## src/hdl/kr_seq_ctrl_defines.svh

```systemverilog
// Offsets, field positions, reset values and timing for the sequencer control register.
// Assumes word addressing on the management bus, one 32-bit register per word.
`ifndef KR_SEQ_CTRL_DEFINES_SVH
`define KR_SEQ_CTRL_DEFINES_SVH

// ----------------------------------------------------------------
// Register map
// ----------------------------------------------------------------
`define KR_REGION_LO          8'hB0
`define KR_REGION_HI          8'hFF
`define LINK_SEQ_CTRL_ADDR    8'hB0

// ----------------------------------------------------------------
// Field positions
// ----------------------------------------------------------------
`define SEQ_RESTART_BIT       0
`define AN_TIMER_OFF_BIT      1
`define FAULT_TIMER_OFF_BIT   2
`define OVERRIDE_LSB          4
`define OVERRIDE_MSB          6
`define FEC_ADVERT_BIT        16
`define FEC_ERR_REPORT_BIT    17
`define FEC_REQUEST_BIT       18

// ----------------------------------------------------------------
// Reset values and timing
// ----------------------------------------------------------------
`define CTRL_RESET_VALUE      32'h0000_0000
`define RESTART_PULSE_CYCLES  1

`endif

```

## src/hdl/kr_seq_ctrl_pkg.sv

```systemverilog
// Types shared by the sequencer control register files.
// Assumes the defines header is compiled alongside.
package kr_seq_ctrl_pkg;

	// ----------------------------------------------------------------
	// Protocol override codes
	// ----------------------------------------------------------------
	typedef enum logic [2:0] {
		OVR_NONE   = 3'b000,
		OVR_GIGE   = 3'b001,
		OVR_RSV2   = 3'b010,
		OVR_RSV3   = 3'b011,
		OVR_10G_R  = 3'b100,
		OVR_10G_KR = 3'b101,
		OVR_RSV6   = 3'b110,
		OVR_RSV7   = 3'b111
	} protocol_override_t;

	typedef enum logic [1:0] {
		MODE_AUTO  = 2'b00,
		MODE_GIGE  = 2'b01,
		MODE_10G_R = 2'b10,
		MODE_10G_KR = 2'b11
	} seq_mode_t;

endpackage

```

## src/hdl/kr_override_decode.sv

```systemverilog
// Decoder from the stored protocol override code to a forced sequencer mode.
// Assumes the code is stable while it is sampled on a restart.
`timescale 1ns/1ps

module kr_override_decode (
	input  wire logic [2:0]                  code,
	output      kr_seq_ctrl_pkg::seq_mode_t  mode,
	output      logic                        forced,
	output      logic                        reserved_code
);

	// [RULE6] Override code decode
	always_comb begin
		mode          = kr_seq_ctrl_pkg::MODE_AUTO;
		forced        = 1'b0;
		reserved_code = 1'b0;
		case (kr_seq_ctrl_pkg::protocol_override_t'(code))
			kr_seq_ctrl_pkg::OVR_NONE: begin
				mode = kr_seq_ctrl_pkg::MODE_AUTO;
			end
			kr_seq_ctrl_pkg::OVR_GIGE: begin
				mode   = kr_seq_ctrl_pkg::MODE_GIGE;
				forced = 1'b1;
			end
			kr_seq_ctrl_pkg::OVR_10G_R: begin
				mode   = kr_seq_ctrl_pkg::MODE_10G_R;
				forced = 1'b1;
			end
			kr_seq_ctrl_pkg::OVR_10G_KR: begin
				mode   = kr_seq_ctrl_pkg::MODE_10G_KR;
				forced = 1'b1;
			end
			// [RULE7] Reserved codes fall back
			default: begin
				mode          = kr_seq_ctrl_pkg::MODE_AUTO;
				reserved_code = 1'b1;
			end
		endcase
	end

endmodule

```

## src/hdl/kr_sequencer_control_regs.sv

```systemverilog
// Sequencer control register of the backplane link, on the management bus.
// Assumes a word-addressed management slave with one-cycle read latency.
//
// Overview of operation
// [RULE1] Writing one to bit 0 pulses restart: sequencer reset, PCS reconfig, AN/LT restart.
// [RULE2] Restart bit clears itself; software never writes zero to it.
// [RULE3] Bit 1 set stops the auto-negotiation timer; clear keeps it running.
// [RULE4] Software rescues stalled negotiation when its timer is disabled.
// [RULE5] Bit 2 set stops the link-fault timer; clear enables it.
// [RULE6] Override field 6:4: 000 none, 001 gigabit, 100 10GBASE-R, 101 10GBASE-KR.
// [RULE7] Codes 010, 011, 110, 111 are reserved; software avoids them.
// [RULE8] New override takes effect only at the next restart write.
// [RULE9] Bit 16 advertises FEC support.
// [RULE10] FEC advertisement resets to one when the build option is on.
// [RULE11] Bit 17 passes FEC decode errors to the 10G PCS.
// [RULE12] Fields reset to zero unless stated otherwise.
// [RULE13] Software avoids writing reserved or undefined addresses.
// [RULE14] Software updates registers by read-modify-write.
// [RULE15] All registers sit in one address space on the management bus.
// [RULE16] Backplane PHY registers occupy word offsets 0xB0 through 0xFF.
// [RULE17] Four-lane build applies training and FEC controls to lane 0.
// [RULE18] Software restarts the sequencer after changing the FEC request bit.
// [RULE19] Restart bit reads zero one clock after its write.
`timescale 1ns/1ps
`include "kr_seq_ctrl_defines.svh"

module kr_sequencer_control_regs #(
	parameter bit FEC_ADVERT_AT_RESET = 1'b0,
	parameter int NUM_LANES           = 4
) (
	input  wire logic                         core_clk,
	input  wire logic                         rstn,
	input  wire logic [7:0]                   mgmt_addr,
	input  wire logic                         mgmt_write,
	input  wire logic [31:0]                  mgmt_writedata,
	input  wire logic                         mgmt_read,
	output      logic [31:0]                  mgmt_readdata,
	output      logic                         mgmt_readdata_valid,
	output      logic                         sequencer_restart,
	output      logic                         autoneg_timer_off,
	output      logic                         fault_timer_off,
	output      kr_seq_ctrl_pkg::seq_mode_t   active_mode,
	output      logic                         mode_forced,
	output      logic [NUM_LANES-1:0]         fec_capability_advert,
	output      logic [NUM_LANES-1:0]         fec_error_report_en,
	output      logic [NUM_LANES-1:0]         fec_request_advert
);

	// ----------------------------------------------------------------
	// Address decode
	// ----------------------------------------------------------------
	function automatic logic hit_ctrl(input logic [7:0] a);
		return a == `LINK_SEQ_CTRL_ADDR;
	endfunction

	logic        wr_ctrl;
	logic        rd_ctrl;
	// [RULE15] Single shared address space
	// [RULE16] Decodes only offset 0xB0 of the backplane region
	assign wr_ctrl = mgmt_write && hit_ctrl(mgmt_addr);
	assign rd_ctrl = mgmt_read && hit_ctrl(mgmt_addr);

	// ----------------------------------------------------------------
	// Stored fields
	// ----------------------------------------------------------------
	logic        restart_r;
	logic        an_off_r;
	logic        lf_off_r;
	logic [2:0]  override_r;
	logic [2:0]  override_live_r;
	logic        fec_advert_r;
	logic        fec_err_r;
	logic        fec_req_r;

	// [RULE1] Restart pulse on write of one
	// [RULE2] Self clears next cycle
	always_ff @(posedge core_clk or negedge rstn) begin
		if (!rstn) begin
			restart_r <= 1'b0;
		end else begin
			restart_r <= wr_ctrl && mgmt_writedata[`SEQ_RESTART_BIT];
		end
	end

	// [RULE3] Timer disables held as written
	// [RULE5] Link-fault timer disable
	// [RULE12] Zero reset defaults
	always_ff @(posedge core_clk or negedge rstn) begin
		if (!rstn) begin
			an_off_r   <= 1'b0;
			lf_off_r   <= 1'b0;
			override_r <= 3'h0;
			fec_err_r  <= 1'b0;
			fec_req_r  <= 1'b0;
		end else if (wr_ctrl) begin
			an_off_r   <= mgmt_writedata[`AN_TIMER_OFF_BIT];
			lf_off_r   <= mgmt_writedata[`FAULT_TIMER_OFF_BIT];
			override_r <= mgmt_writedata[`OVERRIDE_MSB:`OVERRIDE_LSB];
			fec_err_r  <= mgmt_writedata[`FEC_ERR_REPORT_BIT];
			fec_req_r  <= mgmt_writedata[`FEC_REQUEST_BIT];
		end
	end

	// [RULE10] Build option picks advert reset
	// The option is a build constant, so the async reset branch may load it directly.
	always_ff @(posedge core_clk or negedge rstn) begin
		if (!rstn) begin
			fec_advert_r <= FEC_ADVERT_AT_RESET;
		end else if (wr_ctrl) begin
			fec_advert_r <= mgmt_writedata[`FEC_ADVERT_BIT];
		end
	end

	// [RULE8] Override applied only on restart
	always_ff @(posedge core_clk or negedge rstn) begin
		if (!rstn) begin
			override_live_r <= 3'h0;
		end else if (restart_r) begin
			override_live_r <= override_r;
		end
	end

	// Decode reads the applied copy, so a rewrite alone never moves the mode
	kr_override_decode u_decode (
		.code          (override_live_r),
		.mode          (active_mode),
		.forced        (mode_forced),
		.reserved_code ()
	);

	// ----------------------------------------------------------------
	// Outputs to the sequencer and FEC lanes
	// ----------------------------------------------------------------
	assign sequencer_restart = restart_r;
	assign autoneg_timer_off = an_off_r;
	assign fault_timer_off   = lf_off_r;

	// [RULE17] Per-lane FEC controls, lane 0 only
	genvar ln;
	generate
		for (ln = 0; ln < NUM_LANES; ln++) begin : g_lane
			if (ln == 0) begin : g_l0
				// [RULE9] FEC advertisement drive
				assign fec_capability_advert[ln] = fec_advert_r;
				// [RULE11] Error report enable drive
				assign fec_error_report_en[ln]   = fec_err_r;
				assign fec_request_advert[ln]    = fec_req_r;
			end else begin : g_ln
				assign fec_capability_advert[ln] = 1'b0;
				assign fec_error_report_en[ln]   = 1'b0;
				assign fec_request_advert[ln]    = 1'b0;
			end
		end
	endgenerate

	// ----------------------------------------------------------------
	// Read path
	// ----------------------------------------------------------------
	logic [31:0] ctrl_view;
	always_comb begin
		ctrl_view = 32'h0000_0000;
		// [RULE19] Restart reads back as zero
		ctrl_view[`SEQ_RESTART_BIT]                 = 1'b0;
		ctrl_view[`AN_TIMER_OFF_BIT]                = an_off_r;
		ctrl_view[`FAULT_TIMER_OFF_BIT]             = lf_off_r;
		ctrl_view[`OVERRIDE_MSB:`OVERRIDE_LSB]      = override_r;
		ctrl_view[`FEC_ADVERT_BIT]                  = fec_advert_r;
		ctrl_view[`FEC_ERR_REPORT_BIT]              = fec_err_r;
		ctrl_view[`FEC_REQUEST_BIT]                 = fec_req_r;
	end

	// Unmapped addresses read zero, so a stray probe never sees stale data.
	always_ff @(posedge core_clk or negedge rstn) begin
		if (!rstn) begin
			mgmt_readdata       <= 32'h0000_0000;
			mgmt_readdata_valid <= 1'b0;
		end else begin
			mgmt_readdata_valid <= mgmt_read;
			mgmt_readdata       <= rd_ctrl ? ctrl_view : 32'h0000_0000;
		end
	end
endmodule

```

## config.mk

```make
export PLATFORM = sky130hd
export DESIGN_NAME = kr_sequencer_control_regs
export DESIGN_NICKNAME = d
export VERILOG_FILES = /design/src/hdl/kr_seq_ctrl_pkg.sv /design/src/hdl/kr_override_decode.sv /design/src/hdl/kr_sequencer_control_regs.sv
export VERILOG_INCLUDE_DIRS = /design/src /design/src/hdl
export SDC_FILE = /design/constraint.sdc
export NUM_CORES = 1
export LEC_CHECK = 0
export BUFFER_PORTS_ARGS = -buffer_cell sky130_fd_sc_hd__buf_2
export CAP_MARGIN = 20
export CORE_MARGIN = 8
export CORE_UTILIZATION = 37
export CTS_CLUSTER_DIAMETER = 200
export DETAILED_ROUTE_END_ITERATION = 7
export PLACE_DENSITY = 0.82
export SYNTH_ARGS = -nofsm -noshare
export SYNTH_HDL_FRONTEND = slang
export SYNTH_SLANG_ARGS = --single-unit
```

## constraint.sdc

```tcl
create_clock -name core_clk -period 1.4 [get_ports core_clk]
set_clock_uncertainty 0.15 [all_clocks]
set_input_delay 0.35 -clock core_clk [delete_from_list [all_inputs] [get_ports core_clk]]
set_output_delay 0.35 -clock core_clk [all_outputs]
set_load 0.01 [all_outputs]
```

==> metrics.md, run 1 <==
| Metric | Value |
|---|---|
| Core Util, Final | `44.8%` |
| Sequential share of power | `61.4%` |
| Synth Cell Area | `1060 sq um` |
| Leakage power | `0.725 nW` |
| Crit path DAT | `1.18 ns` |
| Sw Pwr | `252 uW` |
| Placed cells | `151` |
| Largest stage delay, worst path | `0.40 ns` |
| DP Worst Slack | `-0.175 ns` |
| Die area | `slightly below 5000 sq um` |
| Clock Pin Slew Worst Setup and Hold Paths | `0.10 ns` |
| Final worst slack | `-0.278 ns` |
| Dominant cells by area after synthesis | `dfrtp_1, buf_4, mux2_2` |
| Worst path cell trace | `nor2b_4 -> or2_4 -> buf_6` |
| Share of the synthesized area in the top cell type | `49.8%` |
| Worst Path Max Fanout | `2` |
| Failing checks | `negative setup slack` |
| Sequential share of the synthesized area | `49.8%` |
| WP data required | `0.90 ns` |
| Final #Nets | `172` |
| Post-DP Area | `~1100 sq um` |
| Vias/cell | `3.91` |
| Pin count of the biggest net entering global routing | `22` |
| FF+latch count, synth | `21` |
| Clock Latency Late Sink | `0.30 ns` |
| Final setup vio count | `3` |
| Number of DRC markers in iteration 0 | `28` |
| Mapped Cells | `86` |
| Net Sw Frac | `24.7%` |
| Top Usage Layer GRT | `met2` |
| Crit path kind | `reg2out` |
| Buffers added on ports | `38` |
| Grt met1 use | `under 10%` |
| Outcome | `finished, violations left` |
| Final Hold Viols | `0` |
| Slew Limit Fails | `0` |
| CTS tree | `done` |
| Num CTS Buffers | `3` |
| Setup tns final | `-0.557 ns` |
| Routed wire length | `2000 um` |
| Number of antenna violations at the first check in global routing | `0` |
| H-tree lvl count | `1` |
| Crit-path slowest cell | `dfrtp_1` |
| RSZ-0062 raised after global routing | `yes` |
| WL/cell | `12.6 um` |
| Peak VDD IR | `0.592 mV` |
| Starting Density | `38.6%` |
| DP Wirelength | `1680 um` |
| Tot GR Track Use | `7.78%` |
| Design area | `between 1000 and 1500 sq um` |
| Number of global-route vias before repair | `704` |
| Core area | `2730 sq um` |
| Final Total Pwr | `1.02 mW` |
| First-pass DRT Iterations | `4` |
| Period utilization | `120%` |
| Post-synth top area cell | `dfrtp_1` |
| CP endpoint kind | `output pin` |
| Clock power share | `around 27%` |
| Clk buf depth | `2` |
| Avg Cell Area, Syn | `12.3 sq um` |
| Vias post-DR | `approximately 620` |
| Layout Cells excl Fill | `158` |
| Die H | `just under 70 um` |
| # IOs | `95` |
| GPL Wtd Cong | `0.678` |
| Grt met2 use | `between 15 and 20%` |
| Worst Hold Class | `in2reg` |
| Pint | `769 uW` |
| Achievable frequency | `596 MHz` |
| Yosys cell types | `13` |
| GR Util met3 | `roughly 4.0%` |
| Max Cap Viol | `0` |
| N_diodes | `0` |
| DIE WIDTH | `69.4 um` |
| Number of routed nets with antenna violations | `0` |
| # rows | `19` |
| Share of layout cells above drive strength 1 | `48.0%` |
| Crit start category | `flip-flop` |
| Grt total ovfl | `0` |
| Clock sink count | `21` |
| Power density over the cells | `834 nW/um^2` |
| Yosys warns | `0` |
| Syn-to-layout area delta | `15.9%` |
| WHS | `0.0195 ns` |
| First-pass GRT wire length | `3150 um` |
| Final min period | `1.68 ns` |
| CTS root buf | `clkbuf_4` |
| Comb pwr share | `approximately 11%` |
| DRC viols | `0` |
-- worst max-delay path: cells and delay by family, from the launching register on --
kind,cells,cell delay (ns)
and+or+nand+nor,2,0.36
buffers and inverters,1,0.12
DFF,1,0.40
-- worst paths after layout --
path	slack [ns]	start	endpoint	depth (start not counted)
worst max-delay path	-0.28	override_live_r[2]$_DFFE_PN0P_	mode_forced	3
worst min register to register	0.35	fec_err_r$_DFFE_PN0P_	mgmt_readdata[17]$_DFF_PN0_	1
worst max register to register	0.31	sequencer_restart$_DFF_PN0_	override_live_r[2]$_DFFE_PN0P_	2
max in group asynchronous	0.41	rstn	override_live_r[1]$_DFFE_PN0P_	2
min in group asynchronous	0.36	rstn	mgmt_readdata[4]$_DFF_PN0_	2
worst min-delay path	0.02	mgmt_read	mgmt_readdata_valid$_DFF_PN0_	1
-- routing by layer --
metal,share of wire (%),vias up,wire [um]
met1,29,292,570
met2,58,35,1160
met4,1.7,0,34
met5,0,-,0
met3,11,3,229
li1,-,287,-
-- flip-flops by register name, summed over array words and instances (netlist names) --
register,flops
mgmt_readdata,8
override_live_r,3
override_r,3
autoneg_timer_off,1
fault_timer_off,1
fec_advert_r,1
fec_err_r,1
fec_req_r,1
mgmt_readdata_valid,1
sequencer_restart,1
-- cell usage in the layout (no fill, tap or decap), types with 2 or more instances in the layout --
cell | Yosys | final
mux2_2 | 11 | 11
clkbuf_4 | 0 | 3
and2_1 | 8 | 8
buf_4 | 36 | 2
buf_2 | 0 | 35
conb_1 | 1 | 33
nor2b_4 | 0 | 2
buf_6 | 0 | 3
dfrtp_1 | 21 | 20
-- cells by family after synthesis --
group / Yosys count / share of synthesized area, %
buf+inv: 37 / 25.9
other cells: 1 / 0.355
flops: 21 / 49.8
mux: 11 / 11.7
simple gates: 16 / 12.2
-- cell type report --
cell class / count / area [sq um]
sequential: 21 / 527
clock buffer: 4 / 26.3
timing repair buffer: 41 / 234
multi-input combinational: 60 / 394
fill: 256 / 1510
tap: 31 / 38.8
inverter: 1 / 3.75
-- cell usage after synthesis --
cell type,instances
and2_1,8
and4b_1,1
nand3_4,1
and3_2,1
conb_1,1
nor2_1,1
inv_1,1
mux2_2,11
nor2b_1,2
buf_4,36
dfrtp_1,21
or2_2,1
nor4_4,1
-- what timing repair did --
| action | in CTS | in global routing |
|---|---|---|
| resized for setup | 6 | 2 |
| setup buffers | 1 | 1 |
| setup endpoints to repair | 4 | 3 |
| pin swaps | 1 | 0 |
| hold endpoints to repair | 21 | 0 |
| hold buffers | 1 | 0 |
-- power by group through the flow --
stage	Clock [mW]	Combinational, mW	Sequential, mW
2_1_floorplan	0	0.130	0.639
3_5_place_dp	0	0.112	0.638
5_1_grt	0.311	0.130	0.628
4_1_cts	0.288	0.114	0.626
6_report	0.278	0.116	0.626
3_3_place_gp	0	0.108	0.638
Note: power is estimated with default switching activity, not from simulation.
==> inputs of run 2 (changes only) <==
- HOLD_SLACK_MARGIN: default -> 0.12
==> run 2 against run 1 <==
Against the previous run:
- the flow still finishes with violations (negative setup slack)
- total power grew 0.72%
- first-iteration DRC count shrank 14%
- final area grew 2.5%
- sequential power is essentially flat
- count of clock-buffer cells in the layout is the same
==> metrics.md, run 2 (synthesized netlist as in run 1, its figures left out) <==
| Metric | Value |
|---|---|
| Outcome | `finished, violations left` |
| Failing checks | `negative setup slack` |
| Worst Path Max Fanout | `2 (unchanged)` |
| Number of antenna violations at the first check in global routing | `0 (unchanged)` |
| Vias/cell | `3.95 (+1.2%)` |
| Min-Delay Endpoint | `override_r[0]$_DFFE_PN0P_` |
| DIE WIDTH | `69.4 um (unchanged)` |
| Number of routed nets with antenna violations | `0 (unchanged)` |
| Final min period | `1.68 ns (+0.000229 ns)` |
| RSZ-0062 raised after global routing | `yes` |
| Routed wire length | `2050 um (+2.7%)` |
| Starting Density | `38.6% (unchanged)` |
| Grt total ovfl | `0 (unchanged)` |
| Post-DP Area | `1130 sq um (unchanged)` |
| Number of global-route vias before repair | `710 (+0.85%)` |
| Die H | `69.4 um (unchanged)` |
| Hold path cells | `2 (+1)` |
| Buf/Inv on CP | `1 (unchanged)` |
| Biggest registers after layout | `mgmt_readdata: 8 flops, override_live_r: 3 flops, override_r: 3 flops` |
| Crit path kind | `reg2out` |
| DRC viols | `0 (unchanged)` |
| Share of layout cells above drive strength 1 | `46.9% (-1.1 points)` |
| First-pass GRT wire length | `3190 um (+1.1%)` |
| Reg with most FFs | `mgmt_readdata` |
| WP data required | `0.90 ns (about the same)` |
| Clk buf depth | `2 (unchanged)` |
| N_diodes | `0 (unchanged)` |
| Core Util, Final | `45.9% (+1.1 points)` |
| Setup tns final | `-0.557 ns (-0.000432 ns)` |
| Slew Limit Fails | `0 (unchanged)` |
| Period utilization | `120% (about the same)` |
| Final setup vio count | `3 (unchanged)` |
| Final worst slack | `-0.278 ns (-0.000229 ns)` |
| Die area | `4820 sq um (unchanged)` |
| Buffers added on ports | `38 (unchanged)` |
| Final #Nets | `175 (+1.7%)` |
| WHS | `0.125 ns (+0.106 ns)` |
| Flop2flop setup slack | `0.31 ns (about the same)` |
| Max reg flops | `8 (unchanged)` |
| Max Cap Viol | `0 (unchanged)` |
| CP endpoint kind | `output pin` |
| Crit start category | `flip-flop` |
| Number of DRC markers in iteration 0 | `24 (-14%)` |
| Worst path cell trace | `nor2b_4 -> or2_4 -> buf_6` |
| Core area | `2730 sq um (unchanged)` |
| Peak VDD IR | `0.594 mV (+0.30%)` |
| Power density over the cells | `820 nW/um^2 (-1.7%)` |
| Crit-path slowest cell | `dfrtp_1` |
| R2R Path Start | `sequencer_restart$_DFF_PN0_` |
| Num CTS Buffers | `3 (unchanged)` |
| Reg2Reg Depth | `2 (unchanged)` |
| Multi-input logic area | `394 sq um (unchanged)` |
| Worst Hold Class | `in2reg` |
| GPL Wtd Cong | `0.678 (unchanged)` |
| Leakage power | `0.738 nW (+1.7%)` |
| Syn-to-layout area delta | `18.7%` |
| Filler Cell Count | `253 (-1.2%)` |
| # IOs | `95 (unchanged)` |
| Vias post-DR | `636 (+3.1%)` |
| Achievable frequency | `596 MHz (about the same)` |
| Most common cell after layout, fill and taps aside | `buf_2` |
| Clock Latency Late Sink | `0.30 ns (about the same)` |
| Delay-heaviest family, CP | `flip-flops` |
| Clock sink count | `21 (unchanged)` |
| Tot GR Track Use | `7.90% (+0.12 points)` |
| Register area | `527 sq um (unchanged)` |
| CTS root buf | `clkbuf_4` |
| Pin count of the biggest net entering global routing | `22 (unchanged)` |
| CTS tree | `done` |
| DP Wirelength | `1680 um (unchanged)` |
| Design area | `1250 sq um (+2.5%)` |
| Reg-to-reg endpoint | `override_live_r[2]$_DFFE_PN0P_` |
| WL/cell | `12.7 um (+0.79%)` |
| First-pass DRT Iterations | `4 (unchanged)` |
| Clock Pin Slew Worst Setup and Hold Paths | `0.11 ns (about the same)` |
| H-tree lvl count | `1 (unchanged)` |
| Final Hold Viols | `0 (unchanged)` |
| Crit path DAT | `1.18 ns (about the same)` |
| # rows | `19 (unchanged)` |
| Largest stage delay, worst path | `0.40 ns (about the same)` |
| Worst Min Path Start | `mgmt_writedata[4]` |
| Commonest non-fill, non-tap cells in the layout | `buf_2, conb_1, dfrtp_1, mux2_2, and2_1` |
==> run 2: report_power, final <==
part	switching [mW]	internal (mW)
Combinational	0.0789	0.0443
Sequential	0.00765	0.619
Clock	0.167	0.111
==> run 2: layout make-up <==
| cell class | instances | area share [%] |
|---|---|---|
| Timing Repair Buffer | 44 | 21.1 |
| Tap cell | 31 | 3.09 |
| Clock buffer | 4 | 2.10 |
| Sequential cell | 21 | 42.0 |
| Multi-Input combinational cell | 60 | 31.4 |
| Inverter | 1 | 0.299 |
==> run 2: what timing repair did <==
action,4_1_cts,5_1_grt
pin swaps,1,0
setup buffers,1,1
endpoints found under the hold margin,23,1
gates resized for setup,6,2
hold buffers,3,1
setup endpoints to repair,4,3
==> run 2: per-stage QoR <==
stage | cells | power [mW] | worst slack [ns]
after CTS | 159 | 1.03 | -0.284
after floorplan | 118 | 0.769 | 0.0276
after global routing | 161 | 1.08 | -0.333
after global placement | 151 | 0.745 | -0.141
after detailed placement | 151 | 0.750 | -0.175
final | 161 | 1.03 | -0.278
==> run 2: how the worst max path moves through the flow <==
stage	start	cells after the start	slack, ns	end
2_1_floorplan	mgmt_addr[1]	3	0.03	autoneg_timer_off$_DFFE_PN0P_
3_5_place_dp	mgmt_addr[1]	4	-0.17	fault_timer_off$_DFFE_PN0P_
6_report	override_live_r[2]$_DFFE_PN0P_	3	-0.28	mode_forced
4_1_cts	override_live_r[2]$_DFFE_PN0P_	3	-0.28	mode_forced
3_3_place_gp	mgmt_addr[1]	4	-0.14	autoneg_timer_off$_DFFE_PN0P_
5_1_grt	override_live_r[0]$_DFFE_PN0P_	3	-0.33	mode_forced
==> run 2: routing by layer <==
layer  routed length, um  track usage, %  up-vias
met5                   0               0        -
met4                  34            4.10        0
met3                 220            4.01        3
met2                1210            15.6       35
met1                 588            5.86      305
li1                    -               -      293
==> run 2: worst reg2reg max path, stage by stage, from the launching register on <==
cell,delay [ns]
dfrtp_1,0.37
buf_4,0.13
mux2_2,0.33
